## src/pkg/iodc_cfg.svh

```systemverilog
// Constants for the interrupt output stage: register offset, field positions,
// reset values and hold-off timing. Included by the package and the core.
`ifndef IODC_CFG_SVH
`define IODC_CFG_SVH
`define IODC_CFG_OFFSET 8'h54
`define IODC_HOLDOFF_MSB 31
`define IODC_HOLDOFF_LSB 24
`define IODC_RESTART_BIT 14
`define IODC_ACTIVE_BIT 13
`define IODC_MASTER_BIT 12
`define IODC_ENABLE_BIT 8
`define IODC_POL_BIT 4
`define IODC_TYPE_BIT 0
`define IODC_CFG_RESET 32'h0000_0000
`define IODC_STEP_NS 10000
`define IODC_CLK_NS 5
`define IODC_STEP_CYC (`IODC_STEP_NS / `IODC_CLK_NS)
`endif

```

## src/pkg/iodc_pkg.sv

```systemverilog
// Types shared by the interrupt output stage.
// Assumes iodc_cfg.svh is on the include path.
package iodc_pkg;
   `include "iodc_cfg.svh"
   // Register bus request from the host interface
   typedef struct packed {
      logic wr;
      logic rd;
      logic [7:0] addr;
      logic [31:0] wdata;
   } iodc_req_s;
   // Pin drive as two signals
   typedef struct packed {
      logic out;
      logic oe;
   } iodc_pin_s;
   typedef enum logic [1:0] {
      IODC_IDLE = 2'b00,
      IODC_HOLD = 2'b01
   } iodc_state_e;
endpackage

```

## src/core/iodc_ctrl.sv

```systemverilog
// Interrupt output stage: configuration register, hold-off timer, pin drive.
// Assumes a synchronous register port on clk_sys and per-source levels already
// masked by the enable register elsewhere in the device.
`include "iodc_cfg.svh"
// Behaviour
// - Bits 31:24 hold the read/write hold-off length in 10 us steps.
// - Writing zero ends any interval, clears the counter, releases held interrupts.
// - A new non-zero length applies to interrupts after the write.
// - The power event interrupt bypasses the hold-off interval.
// - Writing one to bit 14 with a non-zero length reloads the counter from it and starts a fresh interval.
// - Bit 13 shows a running interval, during which enabled interrupts other than the power event stay off the pin.
// - Bit 12 shows the master request, ignoring enable and hold-off.
// - Bit 8 clear keeps the pin deasserted, internal status untouched.
// - Bit 4 picks active high when set, low when clear, push-pull only.
// - Bit 0 clear is open-drain active low; set is push-pull.
module iodc_ctrl #(
   parameter int NSRC = 32,
   parameter int STEP_CYC = `IODC_STEP_CYC
) (
   input wire logic clk_sys,
   input wire logic nrst,
   input wire iodc_pkg::iodc_req_s req,
   output logic [31:0] rdata,
   input wire logic [NSRC-1:0] src_active,
   input wire logic power_event_signal,
   output iodc_pkg::iodc_pin_s irq_pin
);
   import iodc_pkg::*;

   logic [7:0] holdoff_interval;
   logic irq_enable;
   logic pin_polarity;
   logic pushpull;
   logic [7:0] steps;
   logic holding;
   logic asserted;
   logic tick;
   logic [31:0] rd_reg;

   // Elaboration checks on the parameters
   if (NSRC < 1) begin : g_bad_nsrc
      $error("NSRC must be at least 1");
   end
   if (STEP_CYC < 2) begin : g_bad_step
      $error("STEP_CYC too small");
   end

   // Decode of the single configuration word
   wire cfg_hit = (req.addr == `IODC_CFG_OFFSET);
   wire cfg_wr = req.wr && cfg_hit;
   wire [7:0] wr_len = req.wdata[`IODC_HOLDOFF_MSB:`IODC_HOLDOFF_LSB];
   wire wr_zero = cfg_wr && (wr_len == 8'h00);
   wire holdoff_restart = cfg_wr && req.wdata[`IODC_RESTART_BIT];

   // Master request; status gating lives upstream so enable does not touch it
   wire master_req = |src_active;
   // Power event skips the hold-off gate entirely
   wire gated_req = (master_req && !holding) || power_event_signal;
   wire next_asserted = gated_req && irq_enable;
   wire released = asserted && !next_asserted;
   wire expire = holding && tick && (steps == 8'h01);
   wire start_hold = (holdoff_restart && !wr_zero)
                  || (released && holdoff_interval != 8'h00 && !wr_zero);

   iodc_tick #(
      .STEP_CYC(STEP_CYC)
   ) u_tick (
      .clk_sys(clk_sys),
      .nrst(nrst),
      .restart(start_hold),
      .tick(tick)
   );

   // Writable fields, all zero after reset
   always_ff @(posedge clk_sys or negedge nrst) begin
      if (!nrst) begin
         holdoff_interval <= 8'h00;
         irq_enable <= 1'b0;
         pin_polarity <= 1'b0;
         pushpull <= 1'b0;
      end else if (cfg_wr) begin
         holdoff_interval <= wr_len;
         irq_enable <= req.wdata[`IODC_ENABLE_BIT];
         pin_polarity <= req.wdata[`IODC_POL_BIT];
         pushpull <= req.wdata[`IODC_TYPE_BIT];
      end
   end

   // Hold-off counter; the zero write beats a simultaneous start
   always_ff @(posedge clk_sys or negedge nrst) begin
      if (!nrst) begin
         holding <= 1'b0;
         steps <= 8'h00;
      end else if (wr_zero) begin
         holding <= 1'b0;
         steps <= 8'h00;
      end else if (start_hold) begin
         holding <= 1'b1;
         steps <= holdoff_restart ? wr_len : holdoff_interval;
      end else if (expire) begin
         holding <= 1'b0;
         steps <= 8'h00;
      end else if (holding && tick) begin
         steps <= steps - 8'h01;
      end
   end

   // Pin state register keeps the drive glitch free
   always_ff @(posedge clk_sys or negedge nrst) begin
      if (!nrst) asserted <= 1'b0;
      else asserted <= next_asserted;
   end

   // Open-drain pulls low only when asserted; push-pull drives level always
   assign irq_pin.oe = pushpull ? 1'b1 : asserted;
   assign irq_pin.out = pushpull ? (asserted ~^ pin_polarity) : 1'b0;

   // Read view; reserved bits zero, restart bit reads zero
   always_comb begin
      rd_reg = '0;
      rd_reg[`IODC_HOLDOFF_MSB:`IODC_HOLDOFF_LSB] = holdoff_interval;
      rd_reg[`IODC_ACTIVE_BIT] = holding;
      rd_reg[`IODC_MASTER_BIT] = master_req;
      rd_reg[`IODC_ENABLE_BIT] = irq_enable;
      rd_reg[`IODC_POL_BIT] = pin_polarity;
      rd_reg[`IODC_TYPE_BIT] = pushpull;
   end

   always_ff @(posedge clk_sys or negedge nrst) begin
      if (!nrst) rdata <= 32'h0000_0000;
      else if (req.rd && cfg_hit) rdata <= rd_reg;
   end

   a_enable_gates_pin: assert property (@(posedge clk_sys) disable iff (!nrst)
      !irq_enable |=> !asserted) else $error("pin asserted while disabled");
   a_hold_blocks_req: assert property (@(posedge clk_sys) disable iff (!nrst)
      (holding && !power_event_signal) |=> !asserted)
      else $error("request passed during hold-off");
   a_pme_bypass: assert property (@(posedge clk_sys) disable iff (!nrst)
      (power_event_signal && irq_enable) |=> asserted)
      else $error("power event delayed");
   a_zero_clears: assert property (@(posedge clk_sys) disable iff (!nrst)
      wr_zero |=> (!holding && steps == 8'h00)) else $error("zero write kept hold");
   a_restart_starts: assert property (@(posedge clk_sys) disable iff (!nrst)
      (holdoff_restart && !wr_zero) |=> (holding && steps == $past(wr_len)))
      else $error("restart did not start interval");
   a_release_holds: assert property (@(posedge clk_sys) disable iff (!nrst)
      (released && holdoff_interval != 8'h00 && !cfg_wr) |=> holding)
      else $error("release did not start hold");
   a_master_status: assert property (@(posedge clk_sys) disable iff (!nrst)
      (req.rd && cfg_hit) |=> (rdata[`IODC_MASTER_BIT] == $past(|src_active)))
      else $error("master bit wrong");
   a_open_drain_low: assert property (@(posedge clk_sys) disable iff (!nrst)
      (!pushpull && irq_pin.oe) |-> (irq_pin.out == 1'b0 && asserted))
      else $error("open-drain drive wrong");
   a_pushpull_level: assert property (@(posedge clk_sys) disable iff (!nrst)
      pushpull |-> (irq_pin.oe && irq_pin.out == (pin_polarity ? asserted : !asserted)))
      else $error("push-pull level wrong");
   a_len_stored: assert property (@(posedge clk_sys) disable iff (!nrst)
      cfg_wr |=> holdoff_interval == $past(wr_len)) else $error("length not stored");
   c_hold_expire: cover property (@(posedge clk_sys) disable iff (!nrst) expire);
   c_restart: cover property (@(posedge clk_sys) disable iff (!nrst) holding && holdoff_restart);
   c_pin_on: cover property (@(posedge clk_sys) disable iff (!nrst) !asserted ##1 asserted);
endmodule // iodc_ctrl

```

## src/core/iodc_tick.sv

```systemverilog
// Divider making one pulse per hold-off step from the system clock.
// Assumes clk_sys at the rate given in iodc_cfg.svh.
`include "iodc_cfg.svh"
module iodc_tick #(
   parameter int STEP_CYC = `IODC_STEP_CYC
) (
   input wire logic clk_sys,
   input wire logic nrst,
   input wire logic restart,
   output logic tick
);
   localparam int CW = $clog2(STEP_CYC);
   logic [CW-1:0] cnt;
   wire at_end = (cnt == CW'(STEP_CYC - 1));
   // Elaboration check: a step shorter than two clocks cannot be divided
   if (STEP_CYC < 2) begin : g_bad_step
      $error("STEP_CYC too small");
   end
   // Restart realigns the step so a fresh interval is a full length
   always_ff @(posedge clk_sys or negedge nrst) begin
      if (!nrst) cnt <= '0;
      else if (restart || at_end) cnt <= '0;
      else cnt <= cnt + 1'b1;
   end
   assign tick = at_end && !restart;
endmodule // iodc_tick

```

## config.mk

```make
export PLATFORM = sky130hd
export DESIGN_NAME = iodc_ctrl
export DESIGN_NICKNAME = d
export VERILOG_FILES = /design/src/pkg/iodc_pkg.sv /design/src/core/iodc_ctrl.sv /design/src/core/iodc_tick.sv
export VERILOG_INCLUDE_DIRS = /design/src /design/src/pkg
export SDC_FILE = /design/constraint.sdc
export NUM_CORES = 1
export LEC_CHECK = 0
export ABC_AREA = 1
export BUFFER_PORTS_ARGS = -buffer_cell sky130_fd_sc_hd__buf_2
export CAP_MARGIN = 25
export CORE_MARGIN = 5
export CORE_UTILIZATION = 44
export DETAILED_ROUTE_END_ITERATION = 6
export PLACE_DENSITY = 0.77
export SLEW_MARGIN = 10
export SYNTH_ARGS = -nofsm -noshare
export SYNTH_HDL_FRONTEND = slang
export SYNTH_SLANG_ARGS = --single-unit
export TNS_END_PERCENT = 10
```

## constraint.sdc

```tcl
create_clock -name clk_sys -period 1.5 [get_ports clk_sys]
set_input_delay 0.15 -clock clk_sys [delete_from_list [all_inputs] [get_ports clk_sys]]
set_output_delay 0.15 -clock clk_sys [all_outputs]
set_load 0.1 [all_outputs]
```

* Yosys cells after proc, flatten, opt, wreduce, memory -nomap -nowiden
Cells that the tools add are included.
** Storage, ports and cells
- Flip-flop bits (word level) :: 45
- Output and inout bits :: 34
- Word-level logic and storage cells :: 51
** Operators by class
- $add $sub $neg :: 2
- Equality and inequality tests :: 3
- Mux-type cells :: 11
- Bitwise logic cells :: 1
- Reduce and logical (&&, ||, !) cells :: 25
** Operators with widths (number)
- 8-bit 2-to-1 mux :: 5
- 32-bit OR reduction :: 1
- 1-bit logical AND :: 13
- 11-bit by 1-bit adder with 11-bit output, second input constant :: 1
- 11-bit == test, second input constant :: 1
- 11-bit 2-to-1 mux :: 1
- 8-bit by 1-bit == test with 1-bit output, second input constant :: 1
- 8-bit by 7-bit == test with 1-bit output, second input constant :: 1
- 8-bit logical NOT :: 1
- 8-bit nonzero test :: 1
- 8-bit by 1-bit subtractor with 8-bit output, second input constant :: 1
- 1-bit 2-to-1 mux :: 5
- 1-bit logical NOT :: 4
- 4-bit nonzero test :: 1
- 1-bit logical OR :: 3
- 3-bit nonzero test :: 1
- 1-bit XNOR :: 1

* Logic depth before layout (Yosys ltp)
Gate-level depths: netlist of run 1.
- Word-level depth :: 16
- Gate-level depth with buffers :: 13

* Modules after synthesis
From an unflattened synthesis of run 1, not the netlist that was laid out.
** Second synthesis, totals
- Cell total of the unflattened synthesis :: 391
- Area, all modules :: 2827.7 um^2
** Modules (own cells, without submodules)
- iodc_ctrl :: instances 1, cells an instance 319, area an instance 2248.4 um^2, seq. area each 850.8 um^2
- iodc_tick :: instances 1, cells an instance 72, area an instance 579.3 um^2, seq. area each 275.3 um^2

* Worst setup path after synthesis of run 1
OpenSTA, ideal clock, no wires.
- Kind :: register to output
- From :: register pin_polarity
- To :: output port irq_pin[1] (netlist name)
- Data arrival time :: 1957 ps
- Setup slack :: -607 ps
- Stages on the path, launching flop included :: 4
- Cell sequence :: dfrtp_1 inv_1 o21ai_0 a21oi_1
** RTL lines
- start, declared :: line iodc_ctrl.sv:32 : logic pin_polarity;
- start signal, assigned :: line iodc_ctrl.sv:84 : pin_polarity <= req.wdata[`IODC_POL_BIT];
- end, declared :: line iodc_ctrl.sv:26 : output iodc_pkg::iodc_pin_s irq_pin

* Worst setup path in the final report of run 1
- From :: register holdoff_interval[3]
- To :: register u_tick.cnt[6]
** On the way
- Cells in the longest elaborated chain, start to end :: 6
** Ends and longest elaborated chain
- start, declared :: line iodc_ctrl.sv:30 : logic [7:0] holdoff_interval;
- start signal, assigned :: line iodc_ctrl.sv:82 : holdoff_interval <= wr_len;
- 8-bit nonzero test :: line iodc_ctrl.sv:63 : || (released && holdoff_interval != 8'h00 && !wr_zero);
- 1-bit logical AND (2 in a row) :: line iodc_ctrl.sv:63
- 1-bit logical OR :: line iodc_ctrl.sv:63
- 1-bit logical OR :: line iodc_tick.sv:22 : else if (restart || at_end) cnt <= '0;
- 11-bit 2-to-1 mux :: line iodc_tick.sv:22
- end signal, assigned :: line iodc_tick.sv:23 : else cnt <= cnt + 1'b1;
- end, declared :: line iodc_tick.sv:13 : logic [CW-1:0] cnt;
No other way between the ends.
A chain may end at the register's enable or synchronous reset.

==> metrics.csv, run 1 <==
stage;metric;value;unit
run_status;status;finished with violations;
run_status;violations;setup timing;
sta;whs;0.0412;ns
clock_tree;cts_max_level;2;
sta;period_needed;1.61;ns
global_route;grt_pass1_wl;11400;um
min_path;hold_path.class;in2reg;
global_route;grt_max_degree;29;
die;die_area;0.00784;sq mm
yosys;synth_cell_types;33;
sta;hold_viol;0;
die;ios;111;
placement;hpwl;5260;um
final_layout;fin_cells;553;
yosys;syn_avg_cell_area;7.78;sq um
sta;setup_ws;-0.114;ns
final_layout;multi_input_area;0.00144;sq mm
clock_tree;clock_latency;0.31;ns
sta;finalSetupViolations;19;
die;rows;28;
worst_setup_path;critPathMaxFanout;9;
drt;ant_nets;0;
clock_tree;clkTransAtPathRegs;0.09;ns
worst_setup_path;critPathRequiredTime;1.72;ns
final_layout;n_fill_cell;529;
sta;fmax;620;MHz
worst_setup_path;startpoint_type;register;
final_layout;syn_to_final_growth;37.8;%
pwr;power.density;1250;mW/mm^2
drt;vias;2673;
drt;drc;0;
global_route;grt_pass1_vias;2693;
sta;fin_crit_sh;108;%
drt;drt_iter0_drc;146;
placement;gp_congestion;0.844;
die;start_util;45.6;%
job;cap_viol_max_count;0;
clock_tree;clock_path_buffers;2;
clock_tree;cts_made_buffers;5;
yosys;syn_area;0.00271;sq mm
drt;wl_per_cell;12.2;um
pwr;peakVddDrop;523;uV
sta;slew_viol_final;0;
clock_tree;cts.sink_count;45;
clock_tree;cts_tree;built;
clock_tree;cts_root_buf;clkbuf_8;
final_layout;layout-drive-gt1-share;37.0;%
placement;port-buffer-count;71;
sta;skew;0.00978;ns
final_layout;finish.net_count;557;
placement;place_ws;-0.194;ns
yosys;yosysSeqAreaShare;41.5;%
global_route;grt_use_total;18.4;%
global_route;grt_overflow;0;
worst_setup_path;critical_path_class;reg2reg;
final_layout;final_common_cell;nand2_1;
yosys;synth-seq-cells;45;
worst_setup_path;worstPathArrival;1.84;ns
yosys;syn_inst;349;
die;coreArea;0.00596;sq mm
worst_setup_path;end_kind;register;
die;die-width;88.5;um
pwr;p_leak;0.00204;uW
final_layout;final_cell_mix;94 x nand2_1, 70 x buf_2, 49 x buf_4, 45 x dfrtp_1, 41 x nor2_1;
placement;dp.cells;542;
drt;vias_per_cell;4.83;
die;dieHeight;88.5;um
global_route;antenna_found_initial;0;
final_layout;seq_area;0.00113;sq mm
yosys;yosysWarnings;0;
sta;rsz0062_at_grt;true;
final_layout;n_antenna_cell;0;
drt;drtPass1Iterations;4;
drt;routed_wl;6760;um
## cell type report
class	count	share of cell area [%]
tap	75	2.51
sequential	45	30.1
multi-input combinational	263	38.4
clock buffer	5	1.84
inverter	37	3.95
timing repair buffer	125	21.9
clock inverter	3	1.24
## sequential cells by signal, summed over array words and instances, names as in the netlist
register          flops
rdata                13
u_tick.cnt           11
holdoff_interval      8
steps                 8
asserted              1
holding               1
irq_enable            1
pin_polarity          1
pushpull              1
## cell usage after synthesis (all sizes together)
master / n / area (sq um)
nand2: 101 / 425
nor2: 50 / 205
dfrtp: 45 / 1130
inv: 36 / 135
o21ai: 25 / 125
nand3: 24 / 148
buf: 20 / 154
nor3: 8 / 55.1
mux2: 6 / 67.6
xor2: 6 / 52.6
a21oi: 5 / 25.0
nand4: 5 / 31.3
nor4: 4 / 46.3
clkbuf: 3 / 11.3
ha: 3 / 37.5
xnor2: 3 / 26.3
a31oi: 1 / 21.3
and3: 1 / 6.26
clkinv: 1 / 5.00
conb: 1 / 3.75
or2: 1 / 6.26
## worst paths after layout
check | from | to | slack (ns) | cells after the start
worst max register to register | holdoff_interval[3]$_DFFE_PN0P_ | u_tick.cnt[6]$_DFF_PN0_ | -0.11 | 8
max in group asynchronous | nrst | u_tick.cnt[4]$_DFF_PN0_ | 0.69 | 3
min in group asynchronous | nrst | rdata[12]$_DFFE_PN0P_ | 0.31 | 2
worst max-delay path | holdoff_interval[3]$_DFFE_PN0P_ | u_tick.cnt[6]$_DFF_PN0_ | -0.11 | 8
worst min register to register | rdata[0]$_DFFE_PN0P_ | rdata[0]$_DFFE_PN0P_ | 0.50 | 2
worst min-delay path | req[8] | irq_enable$_DFFE_PN0P_ | 0.04 | 3
## worst max-delay path: stages (launching register included)
cell     delay (ns)
dfrtp_1        0.43
nor4_4         0.34
a21oi_2        0.11
buf_4          0.15
nand3_4        0.13
nand2_8        0.09
inv_8          0.07
nand2_4        0.08
nor3_2         0.12
## layer usage
| metal | track usage (%) | wire [um] | vias to the layer above |
|---|---|---|---|
| met3 | 3.54 | 422 | 10 |
| li1 | - | - | 1326 |
| met2 | 34.1 | 3500 | 83 |
| met1 | 21.1 | 2730 | 1254 |
| met5 | 0 | 0 | - |
| met4 | 6.18 | 105 | 0 |
## stage by stage
stage	util [%]	area (sq um)	power (uW)	setup TNS (ns)
floorplan	-	2810	3070	-0.0673
global placement	59.2	3520	3630	-1.87
detailed placement	59.2	3520	3710	-2.95
CTS	62.1	3700	4690	-1.45
global route	62.8	3740	5020	-3.37
finish	62.8	3740	4680	-1.69
## where the power goes
| part | internal (uW) | switching [uW] |
|---|---|---|
| clock | 499 | 443 |
| combinational | 881 | 1230 |
| sequential | 1450 | 178 |
## cells by family (layout without fill, tap and decap cells)
| kind of cell | Yosys count | count (layout) | share of synthesized area [%] |
|---|---|---|---|
| AOI/OAI and AO/OA | 31 | 31 | 6.32 |
| xor gates and xnor gates | 9 | 9 | 2.90 |
| adders and majority gates | 3 | 3 | 1.38 |
| buffers and inverters | 60 | 170 | 11.2 |
| DFF | 45 | 45 | 41.5 |
| muxes | 6 | 6 | 2.49 |
| other | 1 | 19 | 0.138 |
| and+or+nand+nor | 194 | 195 | 34.0 |
## timing repair
| action | 4_1_cts | 5_1_grt |
|---|---|---|
| pin swaps | 4 | 12 |
| endpoints found under the setup margin | 20 | 20 |
| gates cloned | 1 | 0 |
| setup buffers | 1 | 0 |
| hold buffers | 1 | 0 |
| endpoints found under the hold margin | 17 | 0 |
| resized for setup | 7 | 8 |
No activity file was read; power rests on OpenSTA's default activity.
==> run 2: changes to the inputs <==
--- a/config.mk
+++ b/config.mk
@@ -6,11 +6,10 @@
 export SDC_FILE = /design/constraint.sdc
 export NUM_CORES = 1
 export LEC_CHECK = 0
-export ABC_AREA = 1
+export ABC_AREA = 0
 export BUFFER_PORTS_ARGS = -buffer_cell sky130_fd_sc_hd__buf_2
-export CAP_MARGIN = 25
 export CORE_MARGIN = 5
-export CORE_UTILIZATION = 44
+export CORE_UTILIZATION = 43
 export DETAILED_ROUTE_END_ITERATION = 6
 export PLACE_DENSITY = 0.77
 export SLEW_MARGIN = 10
==> run 2 against run 1 <==
Sequential share of layout area is 1.5 points higher. Count of clock-buffer cells in the layout stayed put. The flow still finishes with violations (setup timing). Critical path type unchanged. Highest routed layer unchanged. First-iteration DRC count is 32% lower.
==> metrics.csv, run 2 <==
stage;metric;value;unit
drt;routed_wl;6620;um
sta;setup_ws;-0.437;ns
final_layout;final_common_cell;buf_2;
global_route;grt_pass1_vias;2344;
sta;slew_viol_final;0;
die;coreArea;0.00557;sq mm
worst_setup_path;end_kind;register;
final_layout;top_register;rdata;
yosys;synth_edf_count;0;
sta;slew_headroom;67.2;%
die;ios;111;
pwr;peakVddDrop;826;uV
sta;rsz0062_at_grt;true;
final_layout;seq_area;0.00113;sq mm
global_route;grt_pass1_wl;10700;um
sta;hold_viol;0;
sta;fin_crit_sh;129;%
yosys;synth_common_cells;45 x dfrtp_1, 32 x mux2_2, 20 x nor3_1;
sta;period_needed;1.94;ns
global_route;antenna_found_initial;0;
final_layout;multi_input_area;0.00135;sq mm
worst_setup_path;rrSetupSlack;-0.44;ns
worst_setup_path;critPathRequiredTime;1.71;ns
placement;place_ws;-0.623;ns
final_layout;syn_to_final_growth;42.9;%
global_route;grt_max_degree;46;
placement;port-buffer-count;71;
min_path;min_path_cells;2;
final_layout;layout-drive-gt1-share;53.4;%
worst_setup_path;r2r-start;steps[3]$_DFFE_PN0P_;
pwr;power;3570;uW
yosys;syn_area;0.00249;sq mm
worst_setup_path;worstRegToRegCells;4;
die;die-width;86.1;um
final_layout;final_cell_mix;69 x buf_2, 57 x buf_4, 45 x dfrtp_1, 31 x mux2_2, 19 x conb_1;
yosys;syn_avg_cell_area;10.7;sq um
clock_tree;cts_max_level;2;
die;dieHeight;86.1;um
pwr;p_leak;0.00179;uW
placement;hpwl;5050;um
sta;fmax;516;MHz
run_status;status;finished with violations;
yosys;yosysSeqAreaShare;45.2;%
drt;drc;0;
worst_setup_path;reg2reg_to;steps[6]$_DFFE_PN0P_;
worst_setup_path;startpoint_type;register;
yosys;yosysWarnings;0;
yosys;ys_async_sr_fraction;100;%
drt;vias;2262;
placement;gp_congestion;0.891;
global_route;grt_overflow;0;
worst_setup_path;worstPathArrival;2.15;ns
global_route;grt_use_total;18.0;%
final_layout;finish.net_count;445;
final_layout;n_fill_cell;445;
yosys;synth_cell_types;43;
clock_tree;clkTransAtPathRegs;0.08;ns
worst_setup_path;critical_path_class;reg2reg;
final_layout;top_regs;rdata x13, u_tick.cnt x11;
drt;drt_iter0_drc;100;
pwr;power.density;1000;mW/mm^2
clock_tree;cts_tree;built;
yosys;synthFlopType;dfrtp_1;
clock_tree;cts_root_buf;clkbuf_8;
yosys;yosysTopAreaCellShare;45.2;%
yosys;synth-seq-cells;45;
sta;max_slew.worst_pin.slew;0.485;ns
drt;ant_nets;0;
drt;drtPass1Iterations;5;
die;die_area;0.00741;sq mm
clock_tree;cts_made_buffers;5;
run_status;violations;setup timing;
worst_setup_path;critPathMaxFanout;3;
clock_tree;cts.sink_count;45;
yosys;syn_inst;232;
yosys;synth_area_leaders;dfrtp_1 45%, mux2_2 14%, buf_4 5.7%, nor3_1 4.0%, nor4_1 3.5%;
die;start_util;44.7;%
sta;finalSetupViolations;20;
drt;vias_per_cell;5.18;
worst_setup_path;cp-endpoint;steps[6]$_DFFE_PN0P_;
clock_tree;clock_path_buffers;2;
die;rows;27;
yosys;synth_largest_area_cell;dfrtp_1;
sta;skew;0.00423;ns
drt;wl_per_cell;15.1;um
clock_tree;clock_latency;0.30;ns
yosys;yosysMostFrequentCell;dfrtp_1;
final_layout;largest_reg_flops;13;
min_path;hold_path.class;in2reg;
final_layout;n_antenna_cell;0;
worst_setup_path;startpoint;steps[3]$_DFFE_PN0P_;
job;cap_viol_max_count;0;
min_path;hold_start;req[4];
==> run 2: changes by cell type after synthesis, moves of 12 or more <==
| cell | before | now |
|---|---|---|
| o21ai_0 | 20 | 5 |
| nor4_1 | 2 | 14 |
| nor2_1 | 45 | 11 |
| inv_1 | 35 | 3 |
| nand3_1 | 20 | 8 |
| nand2_1 | 96 | 10 |
| mux2_2 | 6 | 32 |
| nor3_1 | 5 | 20 |
==> run 2: stage by stage <==
| stage | utilization (%) | area [sq um] | hold slack, ns | TNS (ns) | std cells |
|---|---|---|---|---|---|
| after detailed placement | 58.4 | 3260 | 0.146 | -12.17 | 422 |
| final | 63.8 | 3560 | 0.0801 | -4.92 | 437 |
| after floorplan | - | 2560 | -0.146 | -9.63 | 250 |
| after CTS | 61.9 | 3450 | 0.0754 | -5.17 | 433 |
| after global routing | 63.8 | 3560 | 0.0768 | -7.01 | 437 |
| after global placement | 58.4 | 3260 | 0.147 | -11.42 | 422 |
==> run 2: worst max-delay path, stage by stage (launching register included) <==
cell and delay [ns]:
dfrtp_1 0.40, or4_4 0.55, buf_6 0.13, or4_1 0.50
a311oi_1 0.26
==> run 2: logic make-up (layout without fill, tap and decap cells) <==
group,count (synthesis),count (layout),share of synthesized area [%]
buf+inv,29,144,8.19
xor+xnor,10,10,3.52
mux,33,33,14.9
compound gates,20,20,5.88
simple gates,91,91,20.7
flops,45,45,45.2
fa+ha+maj,3,3,1.51
other cells,1,19,0.151
==> run 2: area by class of cell <==
cell class / instances / share of cell area [%]
clock buffer: 5 / 1.93
clock inverter: 2 / 0.985
inverter: 3 / 0.316
multi-input combinational: 176 / 38.0
sequential: 45 / 31.6
tap: 72 / 2.53
timing repair buffer: 134 / 24.6
==> run 2: worst min-delay path by stage <==
stage	to	slack, ns
2_1_floorplan	asserted$_DFF_PN0_	-0.15
5_1_grt	pushpull$_DFFE_PN0P_	0.08
3_3_place_gp	u_tick.cnt[4]$_DFF_PN0_	0.15
3_5_place_dp	u_tick.cnt[2]$_DFF_PN0_	0.15
6_report	pin_polarity$_DFFE_PN0P_	0.08
4_1_cts	pin_polarity$_DFFE_PN0P_	0.08
==> run 2: repair_timing <==
| item | in CTS | in global routing |
|---|---|---|
| hold endpoints to repair | 45 | 0 |
| pin swaps | 8 | 10 |
| setup endpoints to repair | 20 | 22 |
| gates resized for setup | 13 | 16 |
| buffers inserted | 3 | 4 |
| hold buffers | 1 | 0 |
==> run 2: report_power, final <==
part           internal (uW)  leakage (uW)  total, uW  switching [uW]
clock                    485     0.0000540        899             414
sequential              1380      0.000573       1510             129
combinational            527       0.00117       1160             635
==> run 2: per-layer routing <==
metal / track usage [%] / part of all wire [%] / vias up
li1: - / - / 1079
met1: 19.4 / 38 / 1086
met2: 34.4 / 53 / 83
met3: 4.13 / 7.7 / 14
met4: 5.04 / 2.1 / 0
met5: 0 / 0 / -
==> run 3: changes to the inputs <==
--- a/config.mk
+++ b/config.mk
@@ -11,7 +11,7 @@
 export CORE_MARGIN = 5
 export CORE_UTILIZATION = 43
 export DETAILED_ROUTE_END_ITERATION = 6
-export PLACE_DENSITY = 0.77
+export PLACE_DENSITY = 0.74
 export SLEW_MARGIN = 10
 export SYNTH_ARGS = -nofsm -noshare
 export SYNTH_HDL_FRONTEND = slang
==> run 3 against run 2 <==
The run still ends with setup timing left. First-iteration DRC count decreased by 19%. Clock skew increased by 0.0023 ns. Setup slack improved by 0.033 ns. Critical path depth unchanged. Via count decreased by 2.5%. Highest routed layer unchanged.
==> metrics.csv, run 3 (same netlist as run 2, synthesis figures left out) <==
stage;metric;value;unit
final_layout;final_common_cell;buf_2;
placement;port-buffer-count;71;
die;rows;27;
final_layout;syn_to_final_growth;40.6;%
global_route;grt_use_total;16.5;%
final_layout;top_register;rdata;
final_layout;n_antenna_cell;0;
worst_setup_path;reg2reg_to;steps[6]$_DFFE_PN0P_;
global_route;antenna_found_initial;0;
placement;place_ws;-0.633;ns
clock_tree;cts_max_level;2;
drt;ant_nets;0;
sta;hold_viol;0;
drt;drc;0;
clock_tree;clkTransAtPathRegs;0.09;ns
global_route;grt_overflow;0;
min_path;whs_endpoint;pushpull$_DFFE_PN0P_;
clock_tree;clock_path_buffers;2;
global_route;grt_pass1_wl;9720;um
placement;hpwl;4880;um
drt;wl_per_cell;14.9;um
die;start_util;44.7;%
placement;gp_congestion;0.837;
drt;vias;2206;
worst_setup_path;worstRegToRegCells;4;
final_layout;finish.net_count;434;
drt;vias_per_cell;5.17;
worst_setup_path;critPathRequiredTime;1.72;ns
run_status;status;finished with violations;
sta;fmax;525;MHz
die;ios;111;
sta;setup_ws;-0.404;ns
global_route;busiest_layer;met2;
die;coreArea;0.00557;sq mm
min_path;min_path_cells;2;
final_layout;layout-drive-gt1-share;53.0;%
worst_setup_path;end_kind;register;
min_path;hold_path.class;in2reg;
die;die-width;86.1;um
die;die_area;0.00741;sq mm
clock_tree;clock_latency;0.30;ns
global_route;grt_pass1_vias;2148;
final_layout;largest_reg_flops;13;
worst_setup_path;startpoint_type;register;
final_layout;top_regs;rdata x13, u_tick.cnt x11;
pwr;p_leak;0.00176;uW
drt;drtPass1Iterations;4;
sta;rsz0062_at_grt;true;
global_route;gr-usage-met1;18.5;%
sta;skew;0.00650;ns
pwr;power.density;1020;mW/mm^2
worst_setup_path;r2r-start;steps[4]$_DFFE_PN0P_;
worst_setup_path;worstPathArrival;2.12;ns
sta;whs;0.0738;ns
worst_setup_path;critical_path_class;reg2reg;
global_route;grt_use_met3;4.23;%
clock_tree;cts_root_buf;clkbuf_8;
drt;drt_iter0_drc;81;
job;cap_viol_max_count;0;
final_layout;final_cell_mix;69 x buf_2, 48 x buf_4, 45 x dfrtp_1, 31 x mux2_2, 19 x conb_1;
worst_setup_path;rrSetupSlack;-0.40;ns
run_status;violations;setup timing;
clock_tree;cts_made_buffers;5;
global_route;use_met2;30.4;%
sta;finalSetupViolations;20;
min_path;hold_start;req[0];
worst_setup_path;critPathMaxFanout;2;
sta;slew_viol_final;0;
global_route;grt_max_degree;46;
clock_tree;cts.sink_count;45;
drt;routed_wl;6380;um
pwr;peakVddDrop;617;uV
die;dieHeight;86.1;um
sta;fin_crit_sh;127;%
sta;period_needed;1.90;ns
clock_tree;cts_tree;built;
[run 3: cell types whose count changed in the layout (fill, tap and decap cells not counted), sizes merged]
cell,previous run,this run
clkinvlp,0,1
buf,132,122
clkbuf,6,5
[run 3: worst max-delay path, stage by stage (launching register included)]
cell	delay, ns
dfrtp_1	0.40
or4_4	0.57
buf_6	0.14
or4_4	0.51
a311oi_2	0.20
[run 3: repair_timing]
item,4_1_cts,5_1_grt
resized for setup,14,19
hold buffers,1,0
pin swaps,8,8
setup endpoints to repair,20,21
hold endpoints to repair,45,0
setup buffers,1,3
[run 3: per-stage QoR]
stage / util (%) / TNS [ns] / instances / power [uW] / instance area, sq um
after global routing: 62.8 / -5.42 / 427 / 3750 / 3500
after global placement: 57.4 / -10.60 / 414 / 2530 / 3200
after detailed placement: 57.4 / -11.50 / 414 / 2560 / 3200
after CTS: 60.8 / -4.92 / 424 / 3530 / 3390
final: 62.8 / -4.04 / 427 / 3580 / 3500
after floorplan: - / -9.63 / 250 / 2140 / 2560
[run 3: final cells by class]
type / instances / area (sq um)
flip-flops and latches: 45 / 1130
fillers: 452 / 2070
clock buffers: 5 / 68.8
inverters: 3 / 11.3
multi-input cells: 176 / 1370
well taps: 72 / 90.1
repair buffers: 123 / 790
clock inverters: 3 / 46.3
[run 3: layer usage]
layer  vias up  share of wire, %
met3         8               8.2
li1       1057                 -
met5         -                 0
met4         0               1.5
met2        72                53
met1      1069                38
[run 3: how the worst max path moves through the flow]
stage                             from                   end  slack (ns)
5_1_grt        u_tick.cnt[7]$_DFF_PN0_  steps[0]$_DFFE_PN0P_       -0.46
3_5_place_dp                   req[33]  steps[7]$_DFFE_PN0P_       -0.63
6_report          steps[4]$_DFFE_PN0P_  steps[6]$_DFFE_PN0P_       -0.40
4_1_cts           steps[3]$_DFFE_PN0P_  steps[6]$_DFFE_PN0P_       -0.42
3_3_place_gp                   req[33]  steps[4]$_DFFE_PN0P_       -0.55
2_1_floorplan                  req[33]  steps[4]$_DFFE_PN0P_       -0.53
[run 3: where the power goes]
group / switching, uW / internal, uW / total (uW)
logic: 630 / 512 / 1140
clock network: 442 / 499 / 940
registers: 119 / 1380 / 1500
total: 1190 / 2390 / 3580
